[src/spi_config_pkg.sv]
// Constants, field layouts and state types of the SPI configuration register banks
package spi_config_pkg;

   localparam int CH_NUM = 6;
   localparam int DUTY_W = 9;
   localparam int TIMING_W = 7;
   localparam int PWM_W = 10;
   localparam logic [4:0] FRAME_LEN = 5'h10;
   localparam logic [4:0] CNT_MAX = 5'h11;
   // ----------------------------------------------------------------
   // Frame layout
   // ----------------------------------------------------------------
   localparam int WR_POS = 15;
   localparam int BANK_POS = 14;
   localparam int ADDR_LSB = 10;
   localparam int DATA_W = 10;
   localparam int RD_DIAG_POS = 0;
   localparam int DIAG_LIMP_POS = 14;
   localparam int DIAG_BYPASS_POS = 13;
   localparam int DIAG_CLK_LOST_POS = 11;
   // ----------------------------------------------------------------
   // Addresses
   // ----------------------------------------------------------------
   localparam logic [3:0] ADDR_OUTPUT_SWITCH = 4'h0;
   localparam logic [3:0] ADDR_PWM_CONTROL = 4'h7;
   localparam logic [3:0] ADDR_DUTY_FIRST = 4'h8;
   localparam logic [3:0] ADDR_INPUT_CONFIG = 4'h1;
   localparam logic [3:0] ADDR_HW_CONFIG = 4'h2;
   localparam logic [3:0] ADDR_DIAG_CONTROL = 4'h3;
   localparam logic [3:0] ADDR_TIMING_FIRST = 4'h8;
   localparam logic [3:0] ADDR_CH_LAST = 4'hD;
   // ----------------------------------------------------------------
   // Field positions
   // ----------------------------------------------------------------
   localparam int AUTO_PWM_POS = 0;
   localparam int DEV_SHIFT_LSB = 1;
   localparam int ONE_DUTY_POS = 3;
   localparam int DIAG_REMAP_POS = 0;
   localparam int OL_LEVEL_POS = 1;
   localparam int DRIVE_CFG_POS = 2;
   localparam int COL_POS = 3;
   localparam int CLEAR_POS = 0;
   localparam int RST_POS = 1;
   localparam int LED_LSB = 2;
   localparam int CLK_POS = 5;
   localparam int TRIM_LSB = 6;
   localparam int MUX_LSB = 0;
   localparam int OL_SWITCH_POS = 3;
   localparam int AUTO_SCAN_POS = 4;
   localparam int FREQ_LSB = 0;
   localparam int SYNC_DLY_LSB = 2;
   localparam int CH_SHIFT_LSB = 4;
   // ----------------------------------------------------------------
   // PWM timing
   // ----------------------------------------------------------------
   localparam int DEV_SHIFT_SCALE = 3;
   localparam int CH_SHIFT_SCALE = 5;
   localparam int SYNC_DLY_SCALE = 3;
   localparam logic [1:0] FREQ_NORMAL = 2'h0;
   localparam logic [1:0] FREQ_DIV256 = 2'h1;
   localparam logic [1:0] FREQ_DIV512 = 2'h2;
   localparam logic [2:0] MUX_EXT_A = 3'h4;
   localparam logic [2:0] MUX_EXT_B = 3'h5;
   localparam logic [2:0] TRIM_RST = 3'h4;

   typedef enum logic [1:0] {LINK_IDLE = 2'h0, LINK_SHIFT = 2'h1, LINK_EXEC = 2'h3} link_state_e;

   typedef struct packed {
      logic cs_n;
      logic sclk;
      logic si;
   } spi_in_s;

   typedef struct packed {
      logic limp_home_active;
      logic bypass_monitor;
      logic clock_lost;
      logic standby_flag;
   } status_in_s;

   typedef struct packed {
      logic [CH_NUM-1:0] channel_on_bit;
      logic auto_pwm_enable;
      logic [1:0] device_phase_shift;
      logic single_duty_select;
      logic [CH_NUM-1:0][DUTY_W-1:0] duty_value;
      logic input_combine_and;
      logic input_drive_config;
      logic open_load_source_level;
      logic driver_diag_remap;
      logic [2:0] osc_trim;
      logic clock_internal;
      logic [1:0] led_mode_bit;
      logic auto_sense_scan;
      logic open_load_source_switch;
      logic [2:0] sense_route_select;
      logic [CH_NUM-1:0][TIMING_W-1:0] timing;
   } cfg_s;

   localparam cfg_s CFG_RST = '{osc_trim: TRIM_RST, default: '0};

   typedef struct packed {
      link_state_e state;
      logic sclk_prev;
      logic pclk_prev;
      logic [15:0] shift_in;
      logic [15:0] shift_out;
      logic [4:0] bit_cnt;
      logic so_bit;
      logic so_drive;
      logic transfer_error_flag;
      logic resp_diag;
      logic resp_bank;
      logic [3:0] resp_addr;
      cfg_s cfg;
      logic [CH_NUM-1:0] fault;
      logic clear_pulse;
      logic soft_reset;
      logic [7:0] osc_cnt;
      logic [PWM_W-1:0] pwm_cnt;
      logic [CH_NUM-1:0] chan;
      logic [CH_NUM-1:0] sync;
   } state_s;

endpackage

[src/spi_config_register_banks.sv]
// SPI-addressed configuration banks, PWM engine and channel drive logic
//
// Operation
// - Bank-select bit picks bank 0 or 1; address picks register for data.
// - Bank 0 address 0 holds one on/off bit per channel 5..0.
// - Bank 0 address 7 bit 0 enables automatic PWM generation.
// - Single-duty bit 0 applies channel 0 duty to all channels.
// - Two-bit device phase shift delays PWM by 0, 8, 16 or 24 ticks.
// - Six 9-bit duty registers at bank 0 addresses 8 to 13.
// - Duty zero keeps channel off; k keeps it on k/256 of period.
// - Duty MSB set keeps the channel on for the whole period.
// - Reading an unmapped address returns the standard diagnosis word.
// - Remap bit turns external diagnosis outputs into enable and select.
// - Open-load source level bit: 0 low level, 1 high level.
// - Combine bit 0: channel driven by input pin OR switch bit.
// - Combine bit 1: channel driven by input pin AND switch bit.
// - Writing clear-latch 1 clears all fault latches; 0 leaves them.
// - Writing reset-command 1 executes a device reset.
// - Reading that bit shows standby status instead.
// - Channels 3 and 2 each have bulb (0) or LED (1) mode bit.
// - Prescaler: normal, or PWM period of 256, 512, 1024 ticks.
// - Channel phase shift delays PWM start by field times 32 ticks.
// - Sync delay moves sense sync pulse by 0, 8, 16 or 24 ticks.
// - Clock-mode bit: 0 external PWM clock, 1 internal oscillator.
`timescale 1ns/1ps
module spi_config_register_banks
#(
   parameter int INT_OSC_DIV = 10
)
(
   input wire logic clock_in, // 100 MHz system clock
   input wire logic reset_n_in, // Asynchronous reset, active low
   input wire spi_config_pkg::spi_in_s spi_in, // Chip select, serial clock, serial in
   output logic spi_so_out, // Serial data out
   output logic spi_so_oe_n_out, // Serial out enable, low while driving
   input wire logic pclk_in, // External PWM clock
   input wire logic [5:0] channel_in_in, // Channel input pins
   input wire logic [5:0] fault_event_in, // Thermal or over-current events
   input wire spi_config_pkg::status_in_s status_in, // Analog status flags
   output logic [5:0] channel_on_out, // Channel drive
   output logic [5:0] sense_sync_out, // Current sense sync pulses
   output logic [5:0] fault_latch_out, // Fault latches
   output logic soft_reset_out, // Device reset command pulse
   output logic [1:0] led_mode_out, // LED mode of channels 3..2
   output logic open_load_level_out, // Open-load source level
   output logic open_load_switch_out, // Open-load source on
   output logic input_assigned_out, // Assigned input drive mode
   output logic [2:0] sense_route_out, // Sense multiplexer code
   output logic auto_scan_out, // Automatic sense scan
   output logic [2:0] osc_trim_out, // Internal clock trim
   output logic clock_internal_out, // PWM clock source select
   output logic ext_driver_diag_a_out, // External driver diagnosis A
   output logic ext_driver_diag_b_out // External driver diagnosis B
);
   import spi_config_pkg::*;

   state_s q;
   state_s d;
   logic tick;
   logic [CH_NUM-1:0] pwm_on_w;
   logic [CH_NUM-1:0] sync_w;
   logic [15:0] diag_word;
   logic [10:0] rd;

   // ----------------------------------------------------------------
   // Read decode
   // ----------------------------------------------------------------
   // Returns {hit, data}; status bits come from live inputs
   function automatic logic [10:0] read_reg(input cfg_s c, input logic bank,
                                            input logic [3:0] addr, input status_in_s st);
      logic [9:0] v;
      logic hit;
      int idx;
      v = '0;
      hit = 1'b1;
      idx = int'(addr - ADDR_DUTY_FIRST);
      if (!bank)
      begin
         if (addr == ADDR_OUTPUT_SWITCH)
            v[CH_NUM-1:0] = c.channel_on_bit;
         else if (addr == ADDR_PWM_CONTROL)
         begin
            v[AUTO_PWM_POS] = c.auto_pwm_enable;
            v[DEV_SHIFT_LSB +: 2] = c.device_phase_shift;
            v[ONE_DUTY_POS] = c.single_duty_select;
         end
         else if (addr >= ADDR_DUTY_FIRST && addr <= ADDR_CH_LAST)
            v[DUTY_W-1:0] = c.duty_value[idx];
         else
            hit = 1'b0;
      end
      else
      begin
         if (addr == ADDR_INPUT_CONFIG)
         begin
            v[DIAG_REMAP_POS] = c.driver_diag_remap;
            v[OL_LEVEL_POS] = c.open_load_source_level;
            v[DRIVE_CFG_POS] = c.input_drive_config;
            v[COL_POS] = c.input_combine_and;
         end
         else if (addr == ADDR_HW_CONFIG)
         begin
            v[RST_POS] = st.standby_flag;
            v[LED_LSB +: 2] = c.led_mode_bit;
            v[CLK_POS] = c.clock_internal;
            v[TRIM_LSB +: 3] = c.osc_trim;
         end
         else if (addr == ADDR_DIAG_CONTROL)
         begin
            v[MUX_LSB +: 3] = c.sense_route_select;
            v[OL_SWITCH_POS] = st.bypass_monitor;
            v[AUTO_SCAN_POS] = c.auto_sense_scan;
         end
         else if (addr >= ADDR_TIMING_FIRST && addr <= ADDR_CH_LAST)
            v[TIMING_W-1:0] = c.timing[idx];
         else
            hit = 1'b0;
      end
      return {hit, v};
   endfunction

   always_comb
   begin
      diag_word = '0;
      diag_word[DIAG_LIMP_POS] = status_in.limp_home_active;
      diag_word[DIAG_BYPASS_POS] = status_in.bypass_monitor;
      diag_word[DIAG_CLK_LOST_POS] = status_in.clock_lost;
      diag_word[3:0] = q.fault[3:0];
   end

   assign rd = read_reg(q.cfg, q.resp_bank, q.resp_addr, status_in);

   // ----------------------------------------------------------------
   // PWM tick and per-channel generators
   // ----------------------------------------------------------------
   // Internal oscillator is modelled as a divider on the system clock
   assign tick = q.cfg.clock_internal ? (q.osc_cnt == 8'(INT_OSC_DIV - 1))
                                      : (pclk_in && !q.pclk_prev);

   for (genvar i = 0; i < CH_NUM; i++)
   begin : g_ch
      logic [DUTY_W-1:0] duty;
      logic [1:0] freq;
      logic [PWM_W-1:0] offs;
      logic [PWM_W-1:0] pos;
      logic [PWM_W-1:0] in_period;
      logic [7:0] scaled;
      assign duty = q.cfg.single_duty_select ? q.cfg.duty_value[i]
                                             : q.cfg.duty_value[0];
      assign freq = q.cfg.timing[i][FREQ_LSB +: 2];
      assign offs = (PWM_W'(q.cfg.device_phase_shift) << DEV_SHIFT_SCALE)
                  + (PWM_W'(q.cfg.timing[i][CH_SHIFT_LSB +: 3]) << CH_SHIFT_SCALE);
      assign pos = q.pwm_cnt - offs;
      always_comb
      begin
         unique case (freq)
            FREQ_DIV256:
            begin
               scaled = pos[7:0];
               in_period = {2'h0, pos[7:0]};
            end
            FREQ_DIV512:
            begin
               scaled = pos[8:1];
               in_period = {1'h0, pos[8:0]};
            end
            default:
            begin
               scaled = pos[9:2];
               in_period = pos;
            end
         endcase
      end
      assign pwm_on_w[i] = duty[DUTY_W-1] || (duty[7:0] > scaled);
      assign sync_w[i] = tick && (freq != FREQ_NORMAL) && (in_period ==
         (PWM_W'(q.cfg.timing[i][SYNC_DLY_LSB +: 2]) << SYNC_DLY_SCALE));
   end

   // ----------------------------------------------------------------
   // Next state
   // ----------------------------------------------------------------
   always_comb
   begin
      logic [15:0] f;
      logic [3:0] a;
      logic [9:0] v;
      int idx;
      logic auto_on;
      d = q;
      f = q.shift_in;
      a = f[ADDR_LSB +: 4];
      v = f[DATA_W-1:0];
      idx = int'(a - ADDR_DUTY_FIRST);
      auto_on = 1'b0;
      d.sclk_prev = spi_in.sclk;
      d.pclk_prev = pclk_in;
      d.clear_pulse = 1'b0;
      d.soft_reset = 1'b0;
      d.osc_cnt = tick && q.cfg.clock_internal ? '0 : q.osc_cnt + 8'h01;
      d.pwm_cnt = q.pwm_cnt + PWM_W'(tick);
      // Serial link
      unique case (q.state)
         LINK_IDLE:
         begin
            if (!spi_in.cs_n)
            begin
               d.state = LINK_SHIFT;
               d.bit_cnt = '0;
               d.so_drive = 1'b1;
               d.so_bit = q.transfer_error_flag;
               d.shift_out = (q.resp_diag || !rd[10]) ? diag_word
                  : {1'b1, q.resp_bank, q.resp_addr, rd[9:0]};
            end
         end
         LINK_SHIFT:
         begin
            if (spi_in.cs_n)
            begin
               d.state = LINK_EXEC;
               d.so_drive = 1'b0;
               d.transfer_error_flag = (q.bit_cnt != FRAME_LEN);
            end
            else if (spi_in.sclk && !q.sclk_prev)
            begin
               d.so_bit = q.shift_out[15];
               d.shift_out = {q.shift_out[14:0], 1'b0};
            end
            else if (!spi_in.sclk && q.sclk_prev)
            begin
               d.shift_in = {q.shift_in[14:0], spi_in.si};
               if (q.bit_cnt != CNT_MAX)
                  d.bit_cnt = q.bit_cnt + 5'h01;
            end
         end
         LINK_EXEC:
         begin
            d.state = LINK_IDLE;
            if (!q.transfer_error_flag)
            begin
               d.resp_diag = 1'b1;
               d.resp_bank = f[BANK_POS];
               d.resp_addr = a;
               if (!f[WR_POS])
                  d.resp_diag = f[RD_DIAG_POS];
               else if (!f[BANK_POS])
               begin
                  if (a == ADDR_OUTPUT_SWITCH)
                     d.cfg.channel_on_bit = v[CH_NUM-1:0];
                  else if (a == ADDR_PWM_CONTROL)
                  begin
                     d.cfg.auto_pwm_enable = v[AUTO_PWM_POS];
                     d.cfg.device_phase_shift = v[DEV_SHIFT_LSB +: 2];
                     d.cfg.single_duty_select = v[ONE_DUTY_POS];
                  end
                  else if (a >= ADDR_DUTY_FIRST && a <= ADDR_CH_LAST)
                     d.cfg.duty_value[idx] = v[DUTY_W-1:0];
               end
               else
               begin
                  if (a == ADDR_INPUT_CONFIG)
                  begin
                     d.cfg.driver_diag_remap = v[DIAG_REMAP_POS];
                     d.cfg.open_load_source_level = v[OL_LEVEL_POS];
                     d.cfg.input_drive_config = v[DRIVE_CFG_POS];
                     d.cfg.input_combine_and = v[COL_POS];
                  end
                  else if (a == ADDR_HW_CONFIG)
                  begin
                     d.clear_pulse = v[CLEAR_POS];
                     d.soft_reset = v[RST_POS];
                     d.cfg.led_mode_bit = v[LED_LSB +: 2];
                     d.cfg.clock_internal = v[CLK_POS];
                     d.cfg.osc_trim = v[TRIM_LSB +: 3];
                  end
                  else if (a == ADDR_DIAG_CONTROL)
                  begin
                     d.cfg.sense_route_select = v[MUX_LSB +: 3];
                     d.cfg.open_load_source_switch = v[OL_SWITCH_POS];
                     d.cfg.auto_sense_scan = v[AUTO_SCAN_POS];
                  end
                  else if (a >= ADDR_TIMING_FIRST && a <= ADDR_CH_LAST)
                     d.cfg.timing[idx] = v[TIMING_W-1:0];
               end
            end
         end
         default:
            d.state = LINK_IDLE;
      endcase
      // Channel drive; auto PWM overrides the input combination
      for (int i = 0; i < CH_NUM; i++)
      begin
         auto_on = q.cfg.auto_pwm_enable
                && (q.cfg.timing[i][FREQ_LSB +: 2] != FREQ_NORMAL);
         if (auto_on)
            d.chan[i] = pwm_on_w[i];
         else if (q.cfg.input_combine_and)
            d.chan[i] = channel_in_in[i] && q.cfg.channel_on_bit[i];
         else
            d.chan[i] = channel_in_in[i] || q.cfg.channel_on_bit[i];
      end
      d.sync = sync_w;
      // Event set wins over a clear in the same cycle
      d.fault = (q.clear_pulse ? '0 : q.fault) | fault_event_in;
      if (q.soft_reset)
      begin
         d.cfg = CFG_RST;
         d.fault = fault_event_in;
      end
   end

   always_ff @(posedge clock_in or negedge reset_n_in)
   begin
      if (!reset_n_in)
      begin
         q <= '0;
         q.state <= LINK_IDLE;
         q.cfg <= CFG_RST;
         q.transfer_error_flag <= 1'b1;
         q.resp_diag <= 1'b1;
      end
      else
         q <= d;
   end

   // ----------------------------------------------------------------
   // Outputs
   // ----------------------------------------------------------------
   assign spi_so_out = q.so_bit;
   assign spi_so_oe_n_out = !q.so_drive;
   assign channel_on_out = q.chan;
   assign sense_sync_out = q.sync;
   assign fault_latch_out = q.fault;
   assign soft_reset_out = q.soft_reset;
   assign led_mode_out = q.cfg.led_mode_bit;
   assign open_load_level_out = q.cfg.open_load_source_level;
   assign open_load_switch_out = q.cfg.open_load_source_switch;
   assign input_assigned_out = q.cfg.input_drive_config;
   assign sense_route_out = q.cfg.sense_route_select;
   assign auto_scan_out = q.cfg.auto_sense_scan;
   assign osc_trim_out = q.cfg.osc_trim;
   assign clock_internal_out = q.cfg.clock_internal;
   // Remapped: A is diag enable, B is diag select
   assign ext_driver_diag_a_out = q.cfg.driver_diag_remap
      ? (q.cfg.sense_route_select == MUX_EXT_A || q.cfg.sense_route_select == MUX_EXT_B)
      : (q.cfg.sense_route_select == MUX_EXT_A);
   assign ext_driver_diag_b_out = (q.cfg.sense_route_select == MUX_EXT_B);
endmodule

[config.mk]
export PLATFORM = sky130hd
export DESIGN_NAME = spi_config_register_banks
export DESIGN_NICKNAME = d
export VERILOG_FILES = /design/src/spi_config_pkg.sv /design/src/spi_config_register_banks.sv
export SDC_FILE = /design/constraint.sdc
export NUM_CORES = 1
export LEC_CHECK = 0
export BUFFER_PORTS_ARGS = -buffer_cell sky130_fd_sc_hd__buf_2
export CORE_UTILIZATION = 50
export CTS_CLUSTER_SIZE = 30
export DETAILED_ROUTE_END_ITERATION = 10
export PLACE_DENSITY_LB_ADDON = 0.05
export SYNTH_ARGS = -nofsm -noshare
export SYNTH_HDL_FRONTEND = slang
export SYNTH_SLANG_ARGS = --single-unit
[constraint.sdc]
create_clock -name clock_in -period 4.1 [get_ports clock_in]
set_clock_uncertainty 0.05 [all_clocks]
set_input_delay 0 -clock clock_in [delete_from_list [all_inputs] [get_ports clock_in]]
set_output_delay 0 -clock clock_in [all_outputs]
set_load 0.005 [all_outputs]
---- Word-level counts from Yosys, hierarchy flattened ----
Index checks and enable logic that the tools add are counted.
storage, ports and cells
  input port bits ......................... 22
  logic and storage cells ................. 315
  flip-flop bits (word level) ............. 209
operators by class
  equality and inequality tests ........... 47
  add/subtract/negate cells ............... 17
  reduce and logical (&&, ||, !) cells .... 83
  order comparisons ....................... 13
  multiplexer cells ....................... 106
  bitwise logic cells ..................... 4
operator list
  kind                                             number
  121-bit two-way mux                              3
  127-bit two-way mux                              1
  10-bit one-hot mux with 2 select lines           6
  54-bit two-way mux                               2
  8-bit one-hot mux with 2 select lines            6
  9-bit two-way mux                                10
  42-bit two-way mux                               2
  64-bit two-way mux                               1
  10-bit by 5-bit equality test with 1-bit output  6
  10-bit by 9-bit subtractor with 10-bit output    6
  58-bit two-way mux                               1
  57-bit two-way mux                               1
  5-bit by 8-bit adder with 9-bit output           6
  54-bit bitwise mux                               1
  53-bit two-way mux                               1
  8-bit > comparator                               6
  47-bit two-way mux                               1
  23-bit one-hot mux with 2 select lines           1
  42-bit bitwise mux                               1
  5-bit two-way mux                                7
  16-bit two-way mux                               2
  2-bit nonzero test                               16
  1-bit logical AND                                31
  7-bit two-way mux                                4
  other kinds (43)                                 148

---- Depth between registers and ports, before layout ----
  word-level depth ........................ 15
  depth in mapped cells ................... 19
  depth with buffers taken out ............ 17

---- Least setup slack after synthesis ----
OpenSTA, ideal clock, no wires.
  path type ............................... reg2reg
  from .................................... register q[16] in the netlist's numbering
  to ...................................... register q (netlist bit channel_on_out[5])
  clock period less this slack ............ 3.556 ns
  arrival time ............................ 3.377 ns
  stages on the path, launching flop included .. 19
  setup slack ............................. 0.544 ns
  buffers on the path ..................... 2
  data required time ...................... 3.921 ns
  path through ............................ dfrtp_1 -> inv_1 -> ha_1 -> inv_1 -> ha_1 -> buf_2 -> nor2_1 -> buf_2 -> o22ai_1 -> xor2_1 -> a221o_1 -> o21ai_0 -> ha_1 -> a21oi_1 -> nor2b_1 -> o21ai_0 -> nand2b_1 -> o22ai_1 -> a21oi_1
RTL lines
  what             line                             RTL
  start, declared  spi_config_register_banks.sv:57  state_s q;

==> summary.md <==
| Metric | Value |
|---|---|
| CP top delay family | `compound AO/OA/AOI/OAI gates` |
| Crit path launch type | `flip-flop` |
| Synth Warn # | `0` |
| Setup violators final | `0` |
| Buf/Inv on CP | `3` |
| Pre-CTS setup slack | `0.475 ns` |
| Initial DRC Count | `1046` |
| Detail Placement HPWL | `34500 um` |
| GRT Total Usage | `30.9%` |
| Final nets | `1743` |
| Fin crit period | `3.67 ns` |
| DIE HEIGHT | `173 um` |
| Post-Synthesis Cells | `1605` |
| Final WS setup | `0.426 ns` |
| Maximum clock rate | `272 MHz` |
| Port bufs | `57` |
| Max IR drop VDD | `0.389 mV` |
| Seq/Total Area, Yosys | `35.8%` |
| Worst slew margin | `28.2%` |
| Hold buffers post-CTS | `20` |
| Drt total wl | `46100 um` |
| Clock root cell | `clkbuf_16` |
| Antenna-violating nets left | `0` |
| Multi-input gate area | `0.00845 mm^2` |
| Remaining global-route overflow | `0` |
| Layout fillers | `2595` |
| Post-Route Utilization | `56.0%` |
| Gpl congestion | `0.913` |
| Die ar. | `0.0299 mm^2` |
| Synth Flop Type | `dfrtp_1` |
| Worst-path clk slew | `0.06 ns` |
| Worst slew pin tran | `1.07 ns` |
| Max Slew Vio Count | `0` |
| H-tree levels | `1` |
| Vias/cell | `6.07` |
| Yosys cell types | `80` |
| Share of cells above drive strength 1 | `10.8%` |
| Post-Synthesis Cell Area | `0.0146 mm^2` |
| Flop2flop setup slack | `0.43 ns` |
| Number of remaining DRC errors | `0` |
| Synthesized Nets | `1743` |
| Top cell by count, worst path | `ha_1` |
| Fin cells | `2007` |
| Avg Cell Area, Syn | `9.10 um^2` |
| Initial antenna violation count | `1` |
| Worst r2r path cells | `17` |
| Clock Tree Buf Depth | `3` |
| Worst path depth | `17` |
| # Post-CTS Setup Buffers | `0` |
| # IOs | `58` |
| Placed instance count | `1943` |
| Power Dens Cells | `441 mW/mm^2` |
| Critical path class | `reg2reg` |
| Final hold slack | `0.0126 ns` |
| Arr. time, crit path | `4.02 ns` |
| Req. time, crit path | `4.44 ns` |
| Reg-to-reg startpoint | `q[16]$_DFF_PN0_` |
| Vias in the first global route | `11688` |
| CP Cell Sequence | `inv_1 > ha_1 > inv_1 > ha_1 > nor2_1 > buf_4 > o22ai_1 > xor2_1 > a221o_1 > o21ai_0 > ha_1 > a21oi_1 > nor2b_1 > o21ai_0 > nand2b_1 > o22ai_1 > a21oi_1` |
| Post-synth EDFFs | `0` |
| CTS resizes | `0` |
| Tightest Hold Check Type | `in2async` |
| Width of the chip | `173 um` |
| CTS sink cnt | `209` |
| RSZ-0062 raised after global routing | `no` |
| First-pass GRT wire length | `70600 um` |
| Final period util | `89.6%` |
| Antenna diodes | `0` |
| FF-to-FF End | `channel_on_out[5]$_DFF_PN0_` |
| DR WL/cell | `23.0 um` |
| Static Leakage | `7.32 nW` |
| Critical-path top delay cell | `o22ai_1` |
| Worst setup path start | `q[16]$_DFF_PN0_` |
| Status | `completed` |
| Pre-antenna DRT Iters | `6` |
| Hold Vio Cnt, Final | `0` |
| Area Overhead vs Synth | `9.93%` |
| Sequential Area | `0.00524 mm^2` |
| CTS tree | `built` |
| Setup crit end kind | `flip-flop` |
| Number of synthesized register bits | `209` |
| Core area | `0.0287 mm^2` |
| Post-synth ARST share | `100%` |
| Clk_lat worst skew | `0.56 ns` |
| Max incr delay on CP | `0.55 ns` |
| Total of max-cap violations | `0` |
| Crit-path max FO | `17` |
| Clock buffer count from CTS | `24` |
| Site Rows | `62` |
| Initial Util | `50.9%` |
| Crit path to | `channel_on_out[5]$_DFF_PN0_` |
| Via count | `12188` |
| Setup TNS | `0 ns` |
| Largest net degree at the start of global routing | `98` |
[synth_stat cells (7+ instances only)]
cell type	instances	share of area (%)
nand2b_1	20	0.86
o21ai_1	11	0.38
buf_4	27	1.4
a21oi_1	80	2.7
nand3_1	38	1.3
a21o_1	11	0.57
o22ai_1	11	0.47
nor2_1	178	4.6
mux2_1	9	0.69
nand4_1	10	0.43
nor3_1	18	0.62
inv_1	85	2.2
mux2_2	25	1.9
a221o_1	28	1.9
ha_1	116	9.9
a211oi_1	16	0.82
a31oi_1	12	0.51
dfrtp_1	206	35
mux2i_1	125	8.6
xnor2_1	37	2.2
nand2_1	152	3.9
nor2b_1	20	0.86
buf_1	14	0.36
o21ai_0	65	2.2
and3_1	11	0.47
mux4_2	10	1.5
clkbuf_1	75	1.9
o21a_1	7	0.36
xor2_1	24	1.4
buf_2	10	0.34
a221oi_1	16	0.96
[through the flow]
| step | area, um^2 | power, mW |
|---|---|---|
| 2_1_floorplan | 14600 | 4.00 |
| 3_3_place_gp | 15000 | 4.68 |
| 3_5_place_dp | 15000 | 4.72 |
| 4_1_cts | 16100 | 7.07 |
| 5_1_grt | 16100 | 7.47 |
| 6_report | 16100 | 7.08 |
[sequential cells by signal (all words and copies together), names as in the netlist, 2 cells and up]
| register | count |
|---|---|
| osc_trim_out | 3 |
| g_ch.duty | 9 |
| led_mode_out | 2 |
| fault_latch_out | 6 |
| channel_on_out | 6 |
| g_ch.freq | 12 |
| q | 155 |
| sense_sync_out | 6 |
| sense_route_out | 3 |
[worst min path at each step]
stage | start | end | slack, ns | depth (start not counted)
2_1_floorplan | reset_n_in | auto_scan_out$_DFFE_PN0P_ | -0.35 | 0
3_5_place_dp | reset_n_in | sense_sync_out[4]$_DFF_PN0_ | 0.02 | 1
3_3_place_gp | reset_n_in | sense_sync_out[4]$_DFF_PN0_ | 0.02 | 1
5_1_grt | pclk_in | q[205]$_DFF_PN0_ | 0.08 | 2
4_1_cts | channel_in_in[1] | channel_on_out[1]$_DFF_PN0_ | 0.05 | 4
6_report | reset_n_in | sense_sync_out[4]$_DFF_PN0_ | 0.01 | 2
[layout make-up]
class / count / area share [%]
clock inverters: 10 / 1.12
multi-input cells: 1178 / 52.6
well taps: 384 / 2.99
repair buffers: 101 / 4.29
inverters: 91 / 2.13
flip-flops and latches: 209 / 32.6
clock buffers: 34 / 4.22
[cells in the final DEF (no fill, tap or decap), types with 12 or more instances in the layout]
master         count
dlygate4sd3_1     20
xor2_1            24
a21oi_1           80
mux2i_1          125
a221o_1           28
nor2_1           178
mux2_2            25
buf_2             56
dfrtp_1          204
a211oi_1          16
a221oi_1          16
inv_1             85
nand2b_1          20
xnor2_1           37
a31oi_1           12
o21ai_0           65
clkbuf_16         24
nor3_1            16
nand2_1          152
nand3_1           38
ha_1             116
nor2b_1           20
buf_4             23
[cell families (layout without fill, tap and decap cells)]
family | Yosys count | after routing | share of synthesized area (%)
flops | 209 | 209 | 35.8
fa+ha+maj | 122 | 122 | 10.3
compound gates | 322 | 322 | 14.9
buf+inv | 218 | 236 | 6.39
mux | 169 | 169 | 12.7
simple gates | 504 | 504 | 16.1
xor+xnor | 61 | 61 | 3.66
[routing by layer]
| layer | GRT usage, % | part of all wire (%) | vias to the layer above |
|---|---|---|---|
| met5 | 0 | 0.026 | - |
| met4 | 9.14 | 2.9 | 2 |
| met3 | 5.89 | 7.4 | 77 |
| met2 | 46.4 | 44 | 437 |
| met1 | 45.0 | 46 | 6016 |
| li1 | - | - | 5656 |
[worst reg2reg max path: stages, from the launching register on]
cell      delay, ns
dfrtp_1        0.38
inv_1          0.09
ha_1           0.28
inv_1          0.04
ha_1           0.28
nor2_1         0.05
buf_4          0.20
o22ai_1        0.56
xor2_1         0.18
a221o_1        0.37
o21ai_0        0.09
ha_1           0.28
a21oi_1        0.15
nor2b_1        0.06
o21ai_0        0.15
nand2b_1       0.07
o22ai_1        0.15
a21oi_1        0.09
[power breakdown]
group | switching [mW] | internal (mW)
Sequential | 0.280 | 2.18
Combinational | 1.40 | 0.895
Clock | 0.915 | 1.41
Total | 2.59 | 4.48
(Power assumes the default switching activity.)
